<file path="src/hw/scl_timing_pkg.sv">
// Package for the I2C master SCL timing block: register map, fields,
// reset values and bus carriers. Assumes a classic Wishbone slave port.
package scl_timing_pkg;

    // ******************************************************************
    // Register indices (byte address is four times the index)
    // ******************************************************************
    localparam logic [3:0] IDX_CONTROL_ONE        = 4'h0;
    localparam logic [3:0] IDX_CONTROL_TWO        = 4'h1;
    localparam logic [3:0] IDX_INPUT_CLOCK        = 4'h2;
    localparam logic [3:0] IDX_OWN_ADDRESS_LOW    = 4'h3;
    localparam logic [3:0] IDX_OWN_ADDRESS_HIGH   = 4'h4;
    localparam logic [3:0] IDX_SECOND_OWN_ADDRESS = 4'h5;
    localparam logic [3:0] IDX_DATA_BYTE          = 4'h6;
    localparam logic [3:0] IDX_STATUS_ONE         = 4'h7;
    localparam logic [3:0] IDX_STATUS_TWO         = 4'h8;
    localparam logic [3:0] IDX_STATUS_THREE       = 4'h9;
    localparam logic [3:0] IDX_INT_DMA_CONTROL    = 4'hA;
    localparam logic [3:0] IDX_CLOCK_DIVIDER_LOW  = 4'hB;
    localparam logic [3:0] IDX_CLOCK_DIVIDER_HIGH = 4'hC;
    localparam logic [3:0] IDX_RISE_TIME_LIMIT    = 4'hD;
    localparam logic [3:0] IDX_PACKET_CHECK       = 4'hE;
    localparam int         REG_COUNT              = 15;

    // ******************************************************************
    // Field positions and reset values
    // ******************************************************************
    localparam int         POS_INTERFACE_ON     = 0;
    localparam int         POS_CRC_CHECK_ENABLE = 5;
    localparam int         POS_FAST_SPEED       = 7;
    localparam int         POS_RATIO_SELECT     = 6;
    localparam logic [7:0] MASK_DIVIDER_HIGH    = 8'hCF;
    localparam logic [7:0] MASK_RISE_TIME       = 8'h3F;
    localparam logic [7:0] MASK_INPUT_CLOCK     = 8'h3F;
    localparam logic [7:0] MASK_INT_DMA         = 8'h1F;
    localparam logic [7:0] MASK_OWN_HIGH        = 8'hC6;
    localparam logic [7:0] RESET_ZERO           = 8'h00;
    localparam logic [7:0] RESET_RISE_TIME      = 8'h02;

    // Phase lengths in divider units
    localparam logic [4:0] UNITS_STD_HIGH  = 5'h01;
    localparam logic [4:0] UNITS_STD_LOW   = 5'h01;
    localparam logic [4:0] UNITS_FAST_HIGH = 5'h01;
    localparam logic [4:0] UNITS_FAST_LOW  = 5'h02;
    localparam logic [4:0] UNITS_DUTY_HIGH = 5'h09;
    localparam logic [4:0] UNITS_DUTY_LOW  = 5'h10;

    typedef struct packed {
        logic        cyc;
        logic        stb;
        logic        we;
        logic [3:0]  sel;
        logic [5:0]  adr;
        logic [31:0] dat;
    } wb_req_type;

    typedef struct packed {
        logic        ack;
        logic [31:0] dat;
    } wb_rsp_type;

endpackage

</file>
<file path="src/hw/scl_timing.sv">
// I2C master SCL timing core with the interface's register file.
// Assumes a classic Wishbone master on clk_i and an open-drain SCL pin
// resolved outside; packet check value comes from the byte engine.
`timescale 1ns/1ps

module scl_timing
    import scl_timing_pkg::*;
(
    input  wire logic       clk_i,
    input  wire logic       rst_i,
    input  wire wb_req_type wb_req_i,
    output wb_rsp_type      wb_rsp_o,
    input  wire logic       master_run_i,
    input  wire logic [7:0] packet_check_value_i,
    input  wire logic       scl_i,
    output logic            scl_o,
    output logic            scl_oe_o,
    output logic            interface_on_o,
    output logic [5:0]      input_clock_setting_o
);

    // ******************************************************************
    // Register file
    // ******************************************************************
    logic [7:0] regs [REG_COUNT];
    logic       ack;
    logic [7:0] read_byte;
    logic       access;
    logic       write_hit;
    logic [3:0] index;

    function automatic logic [7:0] write_mask(input logic [3:0] idx);
        case (idx)
            IDX_INPUT_CLOCK:        write_mask = MASK_INPUT_CLOCK;
            IDX_OWN_ADDRESS_HIGH:   write_mask = MASK_OWN_HIGH;
            IDX_INT_DMA_CONTROL:    write_mask = MASK_INT_DMA;
            IDX_CLOCK_DIVIDER_HIGH: write_mask = MASK_DIVIDER_HIGH;
            IDX_RISE_TIME_LIMIT:    write_mask = MASK_RISE_TIME;
            IDX_STATUS_ONE,
            IDX_STATUS_TWO,
            IDX_STATUS_THREE,
            IDX_PACKET_CHECK:       write_mask = RESET_ZERO;
            default:                write_mask = 8'hFF;
        endcase
    endfunction

    // Indices from REG_COUNT up have no register behind them
    function automatic logic is_mapped(input logic [3:0] idx);
        is_mapped = (int'(idx) < REG_COUNT);
    endfunction

    assign index     = wb_req_i.adr[5:2];
    assign access    = wb_req_i.cyc && wb_req_i.stb && !ack;
    // A write lands at the edge where the master samples ack; the
    // request still stands there, so no copy of it is kept
    assign write_hit = wb_req_i.cyc && wb_req_i.stb && ack && wb_req_i.we
                       && wb_req_i.sel[0] && is_mapped(index);

    always_ff @(posedge clk_i)
    begin
        if (rst_i)
        begin
            for (int i = 0; i < REG_COUNT; i++)
                regs[i] <= RESET_ZERO;
            regs[IDX_RISE_TIME_LIMIT] <= RESET_RISE_TIME;
        end
        else if (write_hit)
        begin
            // Divider and rise time are held by software only while the
            // interface is off; writes are still accepted here.
            regs[index] <= wb_req_i.dat[7:0] & write_mask(index);
        end
    end

    always_ff @(posedge clk_i)
    begin
        if (rst_i)
            ack <= 1'b0;
        else
            ack <= access;
    end

    always_comb
    begin
        read_byte = RESET_ZERO;
        if (is_mapped(index))
            read_byte = regs[index];
        if (index == IDX_PACKET_CHECK)
            read_byte = regs[IDX_CONTROL_ONE][POS_CRC_CHECK_ENABLE]
                        ? packet_check_value_i : RESET_ZERO;
    end

    logic [7:0] read_data;

    always_ff @(posedge clk_i)
    begin
        if (rst_i)
            read_data <= RESET_ZERO;
        else if (access)
            read_data <= read_byte;
    end

    assign wb_rsp_o.ack = ack;
    assign wb_rsp_o.dat = {24'h000000, read_data};

    // ******************************************************************
    // SCL timing
    // ******************************************************************
    typedef enum logic [2:0] {
        IDLE_ST = 3'b001,
        LOW_ST  = 3'b010,
        HIGH_ST = 3'b100
    } phase_type;

    phase_type   phase;
    phase_type   next_phase;
    logic [11:0] divider;
    logic [11:0] unit_count;
    logic [11:0] next_unit_count;
    logic [4:0]  units_high;
    logic [4:0]  units_low;
    logic [4:0]  units_now;
    logic [4:0]  unit_total;
    logic [4:0]  next_unit_total;
    logic [5:0]  rise_limit;
    logic [5:0]  rise_count;
    logic [5:0]  next_rise_count;
    logic        fast;
    logic        ratio;
    logic        on;
    logic        running;
    logic        rise_wait;
    logic        counting;
    logic        unit_done;
    logic        phase_done;

    // Last cycle of one divider unit. A zero divider acts as one, so the
    // counter never has to wrap through its full range.
    function automatic logic last_cycle(input logic [11:0] count,
                                        input logic [11:0] limit);
        last_cycle = (count + 12'h001 >= limit);
    endfunction

    // Last divider unit of a phase that is length units long
    function automatic logic last_unit(input logic [4:0] total,
                                       input logic [4:0] length);
        last_unit = (total + 5'h01 >= length);
    endfunction

    assign on      = regs[IDX_CONTROL_ONE][POS_INTERFACE_ON];
    assign fast    = regs[IDX_CLOCK_DIVIDER_HIGH][POS_FAST_SPEED];
    assign ratio   = regs[IDX_CLOCK_DIVIDER_HIGH][POS_RATIO_SELECT];
    assign divider = {regs[IDX_CLOCK_DIVIDER_HIGH][3:0],
                      regs[IDX_CLOCK_DIVIDER_LOW]};
    assign running = on && master_run_i;

    // Phase lengths in divider units for the selected speed
    always_comb
    begin
        if (!fast)
        begin
            units_high = UNITS_STD_HIGH;
            units_low  = UNITS_STD_LOW;
        end
        else if (!ratio)
        begin
            units_high = UNITS_FAST_HIGH;
            units_low  = UNITS_FAST_LOW;
        end
        else
        begin
            units_high = UNITS_DUTY_HIGH;
            units_low  = UNITS_DUTY_LOW;
        end
    end

    // ******************************************************************
    // Phase sequencing
    // ******************************************************************
    assign rise_limit = regs[IDX_RISE_TIME_LIMIT][5:0];

    // While released SCL has not come up, the high phase is held, for
    // at most the rise allowance, so a slow edge does not eat into it.
    // A device stretching SCL longer than that is not waited for.
    assign rise_wait  = (phase == HIGH_ST) && !scl_i
                        && (rise_count < rise_limit);
    assign counting   = ((phase == LOW_ST) || (phase == HIGH_ST))
                        && !rise_wait;
    assign units_now  = (phase == HIGH_ST) ? units_high : units_low;
    assign unit_done  = counting && last_cycle(unit_count, divider);
    assign phase_done = unit_done && last_unit(unit_total, units_now);

    always_comb
    begin
        next_phase = phase;
        case (phase)
            IDLE_ST:
                next_phase = LOW_ST;
            LOW_ST:
                if (phase_done)
                    next_phase = HIGH_ST;
            HIGH_ST:
                if (phase_done)
                    next_phase = LOW_ST;
            default:
                next_phase = IDLE_ST;
        endcase
    end

    always_comb
    begin
        next_unit_count = unit_count;
        if (unit_done)
            next_unit_count = 12'h000;
        else if (counting)
            next_unit_count = unit_count + 12'h001;
    end

    always_comb
    begin
        next_unit_total = unit_total;
        if (phase_done)
            next_unit_total = 5'h00;
        else if (unit_done)
            next_unit_total = unit_total + 5'h01;
    end

    // Cleared outside the high phase, so each rise is timed afresh
    always_comb
    begin
        next_rise_count = rise_count;
        if (phase != HIGH_ST)
            next_rise_count = 6'h00;
        else if (rise_wait)
            next_rise_count = rise_count + 6'h01;
    end

    // ******************************************************************
    // Phase registers
    // ******************************************************************
    // Dropping the enable or the run request abandons the current
    // phase at once and releases SCL.
    always_ff @(posedge clk_i)
    begin
        if (rst_i || !running)
            phase <= IDLE_ST;
        else
            phase <= next_phase;
    end

    always_ff @(posedge clk_i)
    begin
        if (rst_i || !running)
            unit_count <= 12'h000;
        else
            unit_count <= next_unit_count;
    end

    always_ff @(posedge clk_i)
    begin
        if (rst_i || !running)
            unit_total <= 5'h00;
        else
            unit_total <= next_unit_total;
    end

    always_ff @(posedge clk_i)
    begin
        if (rst_i || !running)
            rise_count <= 6'h00;
        else
            rise_count <= next_rise_count;
    end

    // ******************************************************************
    // Pin and configuration outputs
    // ******************************************************************
    // Open drain: SCL is only ever pulled low. The high level comes from
    // the pull-up, which is why the high phase watches the line.
    assign scl_o    = 1'b0;
    assign scl_oe_o = (phase == LOW_ST);

    assign interface_on_o        = on;
    assign input_clock_setting_o = regs[IDX_INPUT_CLOCK][5:0];

endmodule // scl_timing

</file>
<file path="config.mk">
export PLATFORM = sky130hd
export DESIGN_NAME = scl_timing
export DESIGN_NICKNAME = d
export VERILOG_FILES = /design/src/hw/scl_timing_pkg.sv /design/src/hw/scl_timing.sv
export SDC_FILE = /design/constraint.sdc
export NUM_CORES = 1
export LEC_CHECK = 0
export BUFFER_PORTS_ARGS = -buffer_cell sky130_fd_sc_hd__buf_2
export CORE_UTILIZATION = 30
export DETAILED_ROUTE_END_ITERATION = 10
export SYNTH_ARGS = -nofsm -noshare
export SYNTH_HDL_FRONTEND = slang
export SYNTH_SLANG_ARGS = --single-unit
</file>
<file path="constraint.sdc">
create_clock -name clk_i -period 3.16 [get_ports clk_i]
set_clock_uncertainty 0.15 [all_clocks]
set_input_delay 0.632 -clock clk_i [delete_from_list [all_inputs] [get_ports clk_i]]
set_output_delay 0.632 -clock clk_i [all_outputs]
set_load 0.05 [all_outputs]
</file>
==> impl_metrics.json, run 1 <==
{
  "synth_area_um2": 8320,
  "crit_chain": "nand2_1 > nor4_2 > buf_4 > and3_1 > xor2_1 > ha_1 > nand4_1 > o311a_4 > or4_1 > a21oi_1",
  "slew_viol_final": 0,
  "vias_per_cell": 4.64,
  "placementRows": 60,
  "final-seq-area_um2": 4540,
  "synth_area_leader_cell": "edfxtp_1",
  "grt_max_degree": 26,
  "die_y_um": 168,
  "synth_common_cells": "nor2_1 (153), edfxtp_1 (128), nand2_1 (48)",
  "cp.depth": 10,
  "pwr-share-clk_pct": 42.9,
  "synth_cell_type_count": 49,
  "yosysWarningCount": 0,
  "p_seq_share_pct": 47.9,
  "cts_buffer_depth": 2,
  "reg2regPathDepth": 10,
  "cp_max_fo": 16,
  "synth_top_area_share_pct": 46.2,
  "rsz0062_at_grt": "false",
  "post_synth.cell_area_avg_um2": 11.9,
  "period_needed_ns": 2.89,
  "utilization_pct": 35.7,
  "clk_pin_slew_ns": 0.07,
  "ios": 99,
  "initial_utilization_pct": 30.7,
  "maxCapViolCount": 0,
  "io_buffers": 44,
  "drt_iter0_drc": 339,
  "n_fill_cell": 2666,
  "cp-end-kind": "register",
  "ys_seq_elements": 163,
  "pwr-share-comb_pct": 9.2,
  "synthFlopType": "edfxtp_1",
  "first_pass_iters": 5,
  "via_count": 5355,
  "worstSetupStartpointType": "register",
  "dp_cells": 1122,
  "grt_pass1_wl_um": 30000,
  "worstPathArrival_ns": 3.10,
  "yosysMostFrequentCell": "nor2_1",
  "area_growth_pct": 16.4,
  "hold_path_depth": 3,
  "ys_seq_area_share_pct": 54.6,
  "cellPowerDensity_nw_per_um2": 518,
  "numClockSinks": 163,
  "max_stage_delay_ns": 0.49,
  "synth_cells": 697,
  "synth.area.top_cells": "edfxtp_1 (46%), dfxtp_1 (8.4%), nor2_1 (6.9%), mux4_2 (6.2%), mux4_1 (5.7%)",
  "tightestPinTransition_ns": 0.772,
  "h-tree-depth": 4,
  "p_leak_nw": 3.78,
  "hp-class": "input port to register",
  "clkLatencyLatePin_ns": 0.43,
  "track_usage_pct": 14.2,
  "antenna_found_initial": 0,
  "synth_edf_count": 128,
  "cts_hold_buf": 0,
  "async_reset_ff_share_pct": 0,
  "grt_overflow": 0,
  "p_int_mw": 3.72,
  "core_um2": 27100,
  "worst-setup-path-type": "register to register",
  "crit_required_ns": 3.37,
  "totalWireLength_um": 19500,
  "grt_pass1_vias": 5302,
  "cts_tree": "done",
  "wl_per_cell_um": 16.9,
  "tns_ns": 0,
  "antennaDiodeCount": 0,
  "multi_input_area_um2": 3380,
  "outcome": "complete, no violations",
  "vdd_ir_drop_max_uv": 332,
  "finalNetCount": 856,
  "swShare_pct": 25.8,
  "fin_crit_sh_pct": 91.4,
  "crit_buf_inv": 1,
  "gp_congestion": 0.812,
  "fin_cells": 1154,
  "drcViolationCount": 0,
  "detail-route-antenna-nets": 0,
  "finalHoldViolCount": 0,
  "cts_buffers": 17,
  "slew_headroom_pct": 48.2,
  "fp.dieW_um": 168,
  "cp_top_family": "simple AND/OR/NAND/NOR gates",
  "root_buffer": "clkbuf_16",
  "dieArea_um2": 28400,
  "crit_path_top_delay_cell": "or4_1",
  "dpl.hpwl_um": 13900,
  "setup_viol": 0,
  "max_freq_ghz": 0.346,
  "drive_above_1_share_pct": 19.7,
  "power.switching_mw": 1.29
}
-- placed cells by master, fill, tap and decap left out, types with 17 or more instances in the layout --
cell type,netlist,routed
conb_1,1,33
dfxtp_1,35,35
o21ai_0,22,22
ha_1,30,30
mux4_1,18,18
inv_1,32,32
clkbuf_16,0,17
xor2_1,20,20
buf_2,7,44
nand2_1,48,48
nor2_1,153,153
nand2b_1,20,20
edfxtp_1,128,128
mux4_2,23,23
a21oi_1,17,17
buf_4,32,42
-- final timing paths --
| kind | start | to | slack (ns) |
|---|---|---|---|
| worst max-delay path | unit_count[3]$_SDFFE_PP0P_ | unit_total[3]$_SDFFE_PP0P_ | 0.27 |
| worst min-delay path | packet_check_value_i[2] | read_data[2]$_SDFFE_PP0P_ | 0.32 |
| worst max register to register | unit_count[3]$_SDFFE_PP0P_ | unit_total[3]$_SDFFE_PP0P_ | 0.27 |
| worst min register to register | unit_count[1]$_SDFFE_PP0P_ | unit_count[1]$_SDFFE_PP0P_ | 0.33 |
-- worst register-to-register path: stages, from the launching register on --
cell and delay [ns]:
dfxtp_1 0.39, nand2_1 0.13, nor4_2 0.26, buf_4 0.16
and3_1 0.19, xor2_1 0.08, ha_1 0.29, nand4_1 0.12
o311a_4 0.41, or4_1 0.49, a21oi_1 0.15
-- state kept, by name, indices dropped and copies added, names as in the netlist --
name / flops
unit_count: 12
ack: 1
read_data: 8
regs: 128
rise_count: 6
unit_total: 5
phase: 3
-- metal layers --
metal / track usage [%] / share of wire [%]
met1: 18.2 / 44
met2: 24.2 / 50
met3: 3.30 / 5.7
met5: 0 / 0
met4: 4.03 / 0.89
-- repair_timing --
item | CTS | global route
endpoints found under the setup margin | 0 | 19
setup buffers | 0 | 0
resized for setup | 0 | 4
-- per-stage QoR --
step	power (mW)	hold WS (ns)	worst slack, ns	instance area, um2
after floorplan	2.79	0.296	0.157	8440
after CTS	5.05	0.296	0.0284	9650
after global placement	2.90	0.311	0.105	9040
after global routing	5.17	0.317	0.0249	9680
final	5.01	0.317	0.272	9680
after detailed placement	2.91	0.322	0.0485	9040
-- power by group through the flow --
stage	logic [mW]	clock network [mW]	registers, mW
6_report	0.463	2.15	2.40
3_3_place_gp	0.461	0	2.44
4_1_cts	0.466	2.19	2.40
5_1_grt	0.495	2.27	2.40
2_1_floorplan	0.328	0	2.46
3_5_place_dp	0.465	0	2.45
-- final cells by class --
type	count	share of cell area [%]
clock buffers	17	4.40
multi-input cells	468	34.9
clock inverters	15	1.93
flip-flops and latches	163	47.0
inverters	32	1.24
well taps	372	4.81
repair buffers	87	5.74
-- cells by family after synthesis --
| group | Yosys count | share of synthesized area [%] |
|---|---|---|
| compound gates | 60 | 4.47 |
| xor+xnor | 29 | 3.05 |
| fa+ha+maj | 30 | 4.51 |
| buf+inv | 98 | 6.42 |
| flops | 163 | 54.6 |
| mux | 43 | 12.2 |
| other cells | 1 | 0.0451 |
| simple gates | 273 | 14.7 |
Power figures use the tool's default switching activity.
==> run 2: changes to the inputs <==
Settings changed: ABC_AREA set to 1, CORE_UTILIZATION 30 to 55, CTS_BUF_LIST set to sky130_fd_sc_hd__clkbuf_4 sky130_fd_sc_hd__clkbuf_8, PLACE_DENSITY set to 0.79.
==> run 2 against run 1 <==
  * Total power decreased by 7.5%
  * Critical path depth increased by 6
  * Global-route usage increased by 11 points
  * Worst hold slack got worse by 0.12 ns
  * Core utilization increased by 26 points
  * Register-to-register slack improved by 0.05 ns
  * Clock-buffer cell count unchanged
  * Cell count increased by 7.6%
  * Via count increased by 25%
  * Cell area decreased by 2.7%
  * Clock power decreased by 19%
  * Sequential power about the same
  * Critical path type unchanged
  * Largest power group unchanged
==> impl_metrics.json, run 2 <==
{
  "outcome": "complete, no violations",
  "dp_cells": 1210,
  "clkLatencyLatePin_ns": 0.45,
  "worst-setup-path-type": "register to register",
  "clk_pin_slew_ns": 0.09,
  "crit_required_ns": 3.36,
  "grt_pass1_vias": 6256,
  "antennaDiodeCount": 0,
  "multi_input_area_um2": 3350,
  "synth_edf_count": 128,
  "hold_path_depth": 2,
  "grt_max_degree": 58,
  "ys_seq_elements": 163,
  "finalHoldViolCount": 0,
  "first_pass_iters": 5,
  "cp_max_fo": 5,
  "gp_congestion": 0.898,
  "drcViolationCount": 0,
  "setup_viol": 0,
  "period_needed_ns": 2.84,
  "wl_per_cell_um": 15.6,
  "drive_above_1_share_pct": 13.7,
  "r2r_end": "unit_total[1]$_SDFFE_PP0P_",
  "die_y_um": 127,
  "fin_crit_sh_pct": 89.9,
  "synth.area.top_cells": "edfxtp_1 (45%), nor2_1 (10%), dfxtp_1 (8.2%), nand2_1 (7.7%), ha_1 (4.4%)",
  "worstSetupStartpointType": "register",
  "synth_common_cells": "nor2_1 (228), nand2_1 (175), edfxtp_1 (128)",
  "cts_tree": "done",
  "fp.dieW_um": 127,
  "top_regs": "regs: 128 flops, unit_count: 12 flops, read_data: 8 flops",
  "totalWireLength_um": 19400,
  "slew_viol_final": 0,
  "startpoint": "unit_count[0]$_SDFFE_PP0P_",
  "cp_top_family": "simple AND/OR/NAND/NOR gates",
  "critPathCapture": "unit_total[1]$_SDFFE_PP0P_",
  "synth_top_area_share_pct": 45.1,
  "crit_path_top_delay_cell": "dfxtp_1",
  "synth_area_leader_cell": "edfxtp_1",
  "tns_ns": 0,
  "vias_per_cell": 5.37,
  "dpl.hpwl_um": 13500,
  "root_buffer": "clkbuf_8",
  "crit_buf_inv": 1,
  "detail-route-antenna-nets": 0,
  "synthFlopType": "edfxtp_1",
  "final-seq-area_um2": 4540,
  "via_count": 6672,
  "reg2regPathDepth": 16,
  "cts_buffers": 17,
  "io_buffers": 44,
  "cts_buffer_depth": 2,
  "core_um2": 15100,
  "r2r_setup_slack_ns": 0.32,
  "synth_cells": 983,
  "crit_chain": "ha_1 > nand3_1 > nor3b_1 > nand2_1 > xor2_1 > inv_1 > ha_1 > nand2_1 > nor2_1 > nand2_1 > nor2_1 > nand2_1 > nand2_1 > nand3_1 > nand2_2 > a21oi_1",
  "max_stage_delay_ns": 0.41,
  "initial_utilization_pct": 56.3,
  "post_synth.cell_area_avg_um2": 8.67,
  "r2r-start": "unit_count[0]$_SDFFE_PP0P_",
  "ios": 99,
  "placementRows": 45,
  "ys_seq_area_share_pct": 53.3,
  "whs_ns": 0.195,
  "grt_overflow": 0,
  "max_freq_ghz": 0.352,
  "dieArea_um2": 16000,
  "grt_pass1_wl_um": 30300,
  "yosysWarningCount": 0,
  "cp.depth": 16,
  "cellPowerDensity_nw_per_um2": 492,
  "worstPathArrival_ns": 3.04,
  "rsz0062_at_grt": "false",
  "h-tree-depth": 4,
  "area_growth_pct": 10.4,
  "p_leak_nw": 4.05,
  "largest_reg_flops": 128,
  "cp-end-kind": "register",
  "n_fill_cell": 1288,
  "layout_common_cells": "nor2_1 (228), nand2_1 (174), edfxtp_1 (128), inv_1 (82), o21ai_0 (75)",
  "slew_headroom_pct": 55.9,
  "maxCapViolCount": 0,
  "drt_iter0_drc": 585,
  "hp-class": "input port to register",
  "vdd_ir_drop_max_uv": 361,
  "synth_cell_type_count": 38,
  "async_reset_ff_share_pct": 0,
  "numClockSinks": 163,
  "track_usage_pct": 25.0,
  "worst_path_most_repeated_cell": "nand2_1",
  "fin_cells": 1242,
  "antenna_found_initial": 0,
  "synth_area_um2": 8530,
  "finalNetCount": 1128,
  "tightestPinTransition_ns": 0.661,
  "largest_register": "regs",
  "yosysMostFrequentCell": "nor2_1",
  "final_common_cell": "nor2_1"
}
run 2: cell count changes after synthesis, moves of 10 or more:
| cell | previous run | this run |
|---|---|---|
| a21oi_1 | 17 | 44 |
| nand2_1 | 48 | 175 |
| nand4_1 | 3 | 13 |
| nand2_2 | 0 | 13 |
| buf_2 | 7 | 20 |
| xor2_1 | 20 | 10 |
| mux4_2 | 23 | 0 |
| mux4_1 | 18 | 0 |
| nor2_1 | 153 | 228 |
| inv_1 | 32 | 82 |
| nand2b_1 | 20 | 0 |
| o21ai_0 | 22 | 75 |
run 2: repair_timing:
action / 4_1_cts / 5_1_grt
buffers inserted: 0 / 0
gates resized for setup: 0 / 2
setup endpoints to repair: 0 / 7
hold buffers: 0 / 0
endpoints found under the hold margin: 0 / 0
run 2: worst min path at each step:
stage | endpoint | startpoint | slack [ns]
final | ack$_SDFF_PP0_ | rst_i | 0.20
after CTS | ack$_SDFF_PP0_ | rst_i | 0.17
after floorplan | unit_total[3]$_SDFFE_PP0P_ | unit_total[3]$_SDFFE_PP0P_ | 0.29
after global routing | ack$_SDFF_PP0_ | rst_i | 0.18
after global placement | unit_total[3]$_SDFFE_PP0P_ | unit_total[3]$_SDFFE_PP0P_ | 0.30
after detailed placement | unit_total[3]$_SDFFE_PP0P_ | unit_total[3]$_SDFFE_PP0P_ | 0.31
run 2: per-layer routing:
metal | vias up | track usage, % | share of wire, %
met5 | - | 0 | 0
met4 | 0 | 11.1 | 2.8
met3 | 46 | 4.22 | 6.8
met2 | 264 | 43.3 | 50
met1 | 3081 | 30.8 | 40
li1 | 3281 | - | -
run 2: cells by family (layout without fill, tap and decap cells):
kind of cell	count (synthesis)	count (layout)	synth area share (%)
AO/OA/AOI/OAI	147	147	9.02
adder cells (fa/ha/maj)	30	30	4.40
XOR/XNOR	12	12	1.23
buffers and inverters	160	199	8.92
flip-flops	163	163	53.3
AND/OR/NAND/NOR	470	470	23.1
other	1	33	0.0440
run 2: final cells by class:
type,instances,share of cell area (%)
clock buffers,17,2.49
clock inverters,15,2.45
repair buffers,78,5.18
well taps,188,2.50
inverters,89,3.55
flip-flops and latches,163,48.3
multi-input cells,692,35.6
run 2: worst register-to-register path: cells and delay by family (launching register included):
kind            cells  cell delay (ns)
buf+inv             1             0.07
xor+xnor            1             0.22
compound gates      1             0.06
simple gates       11             1.36
fa+ha+maj           2             0.46
flops               1             0.41
run 2: report_power, final:
group / switching [mW] / internal (mW) / leakage, nW
clock: 0.801 / 0.949 / 0.223
combinational: 0.377 / 0.111 / 2.22
sequential: 0.0249 / 2.37 / 1.61
total: 1.20 / 3.43 / 4.05
run 2: through the flow:
stage,area [um2],utilization (%),setup slack (ns),power [mW]
5_1_grt,9420,62.2,0.0166,4.77
2_1_floorplan,8650,-,0.590,2.81
3_5_place_dp,8940,59.1,0.312,2.92
3_3_place_gp,8940,59.1,0.350,2.91
4_1_cts,9410,62.1,0.299,4.64
6_report,9420,62.2,0.320,4.63
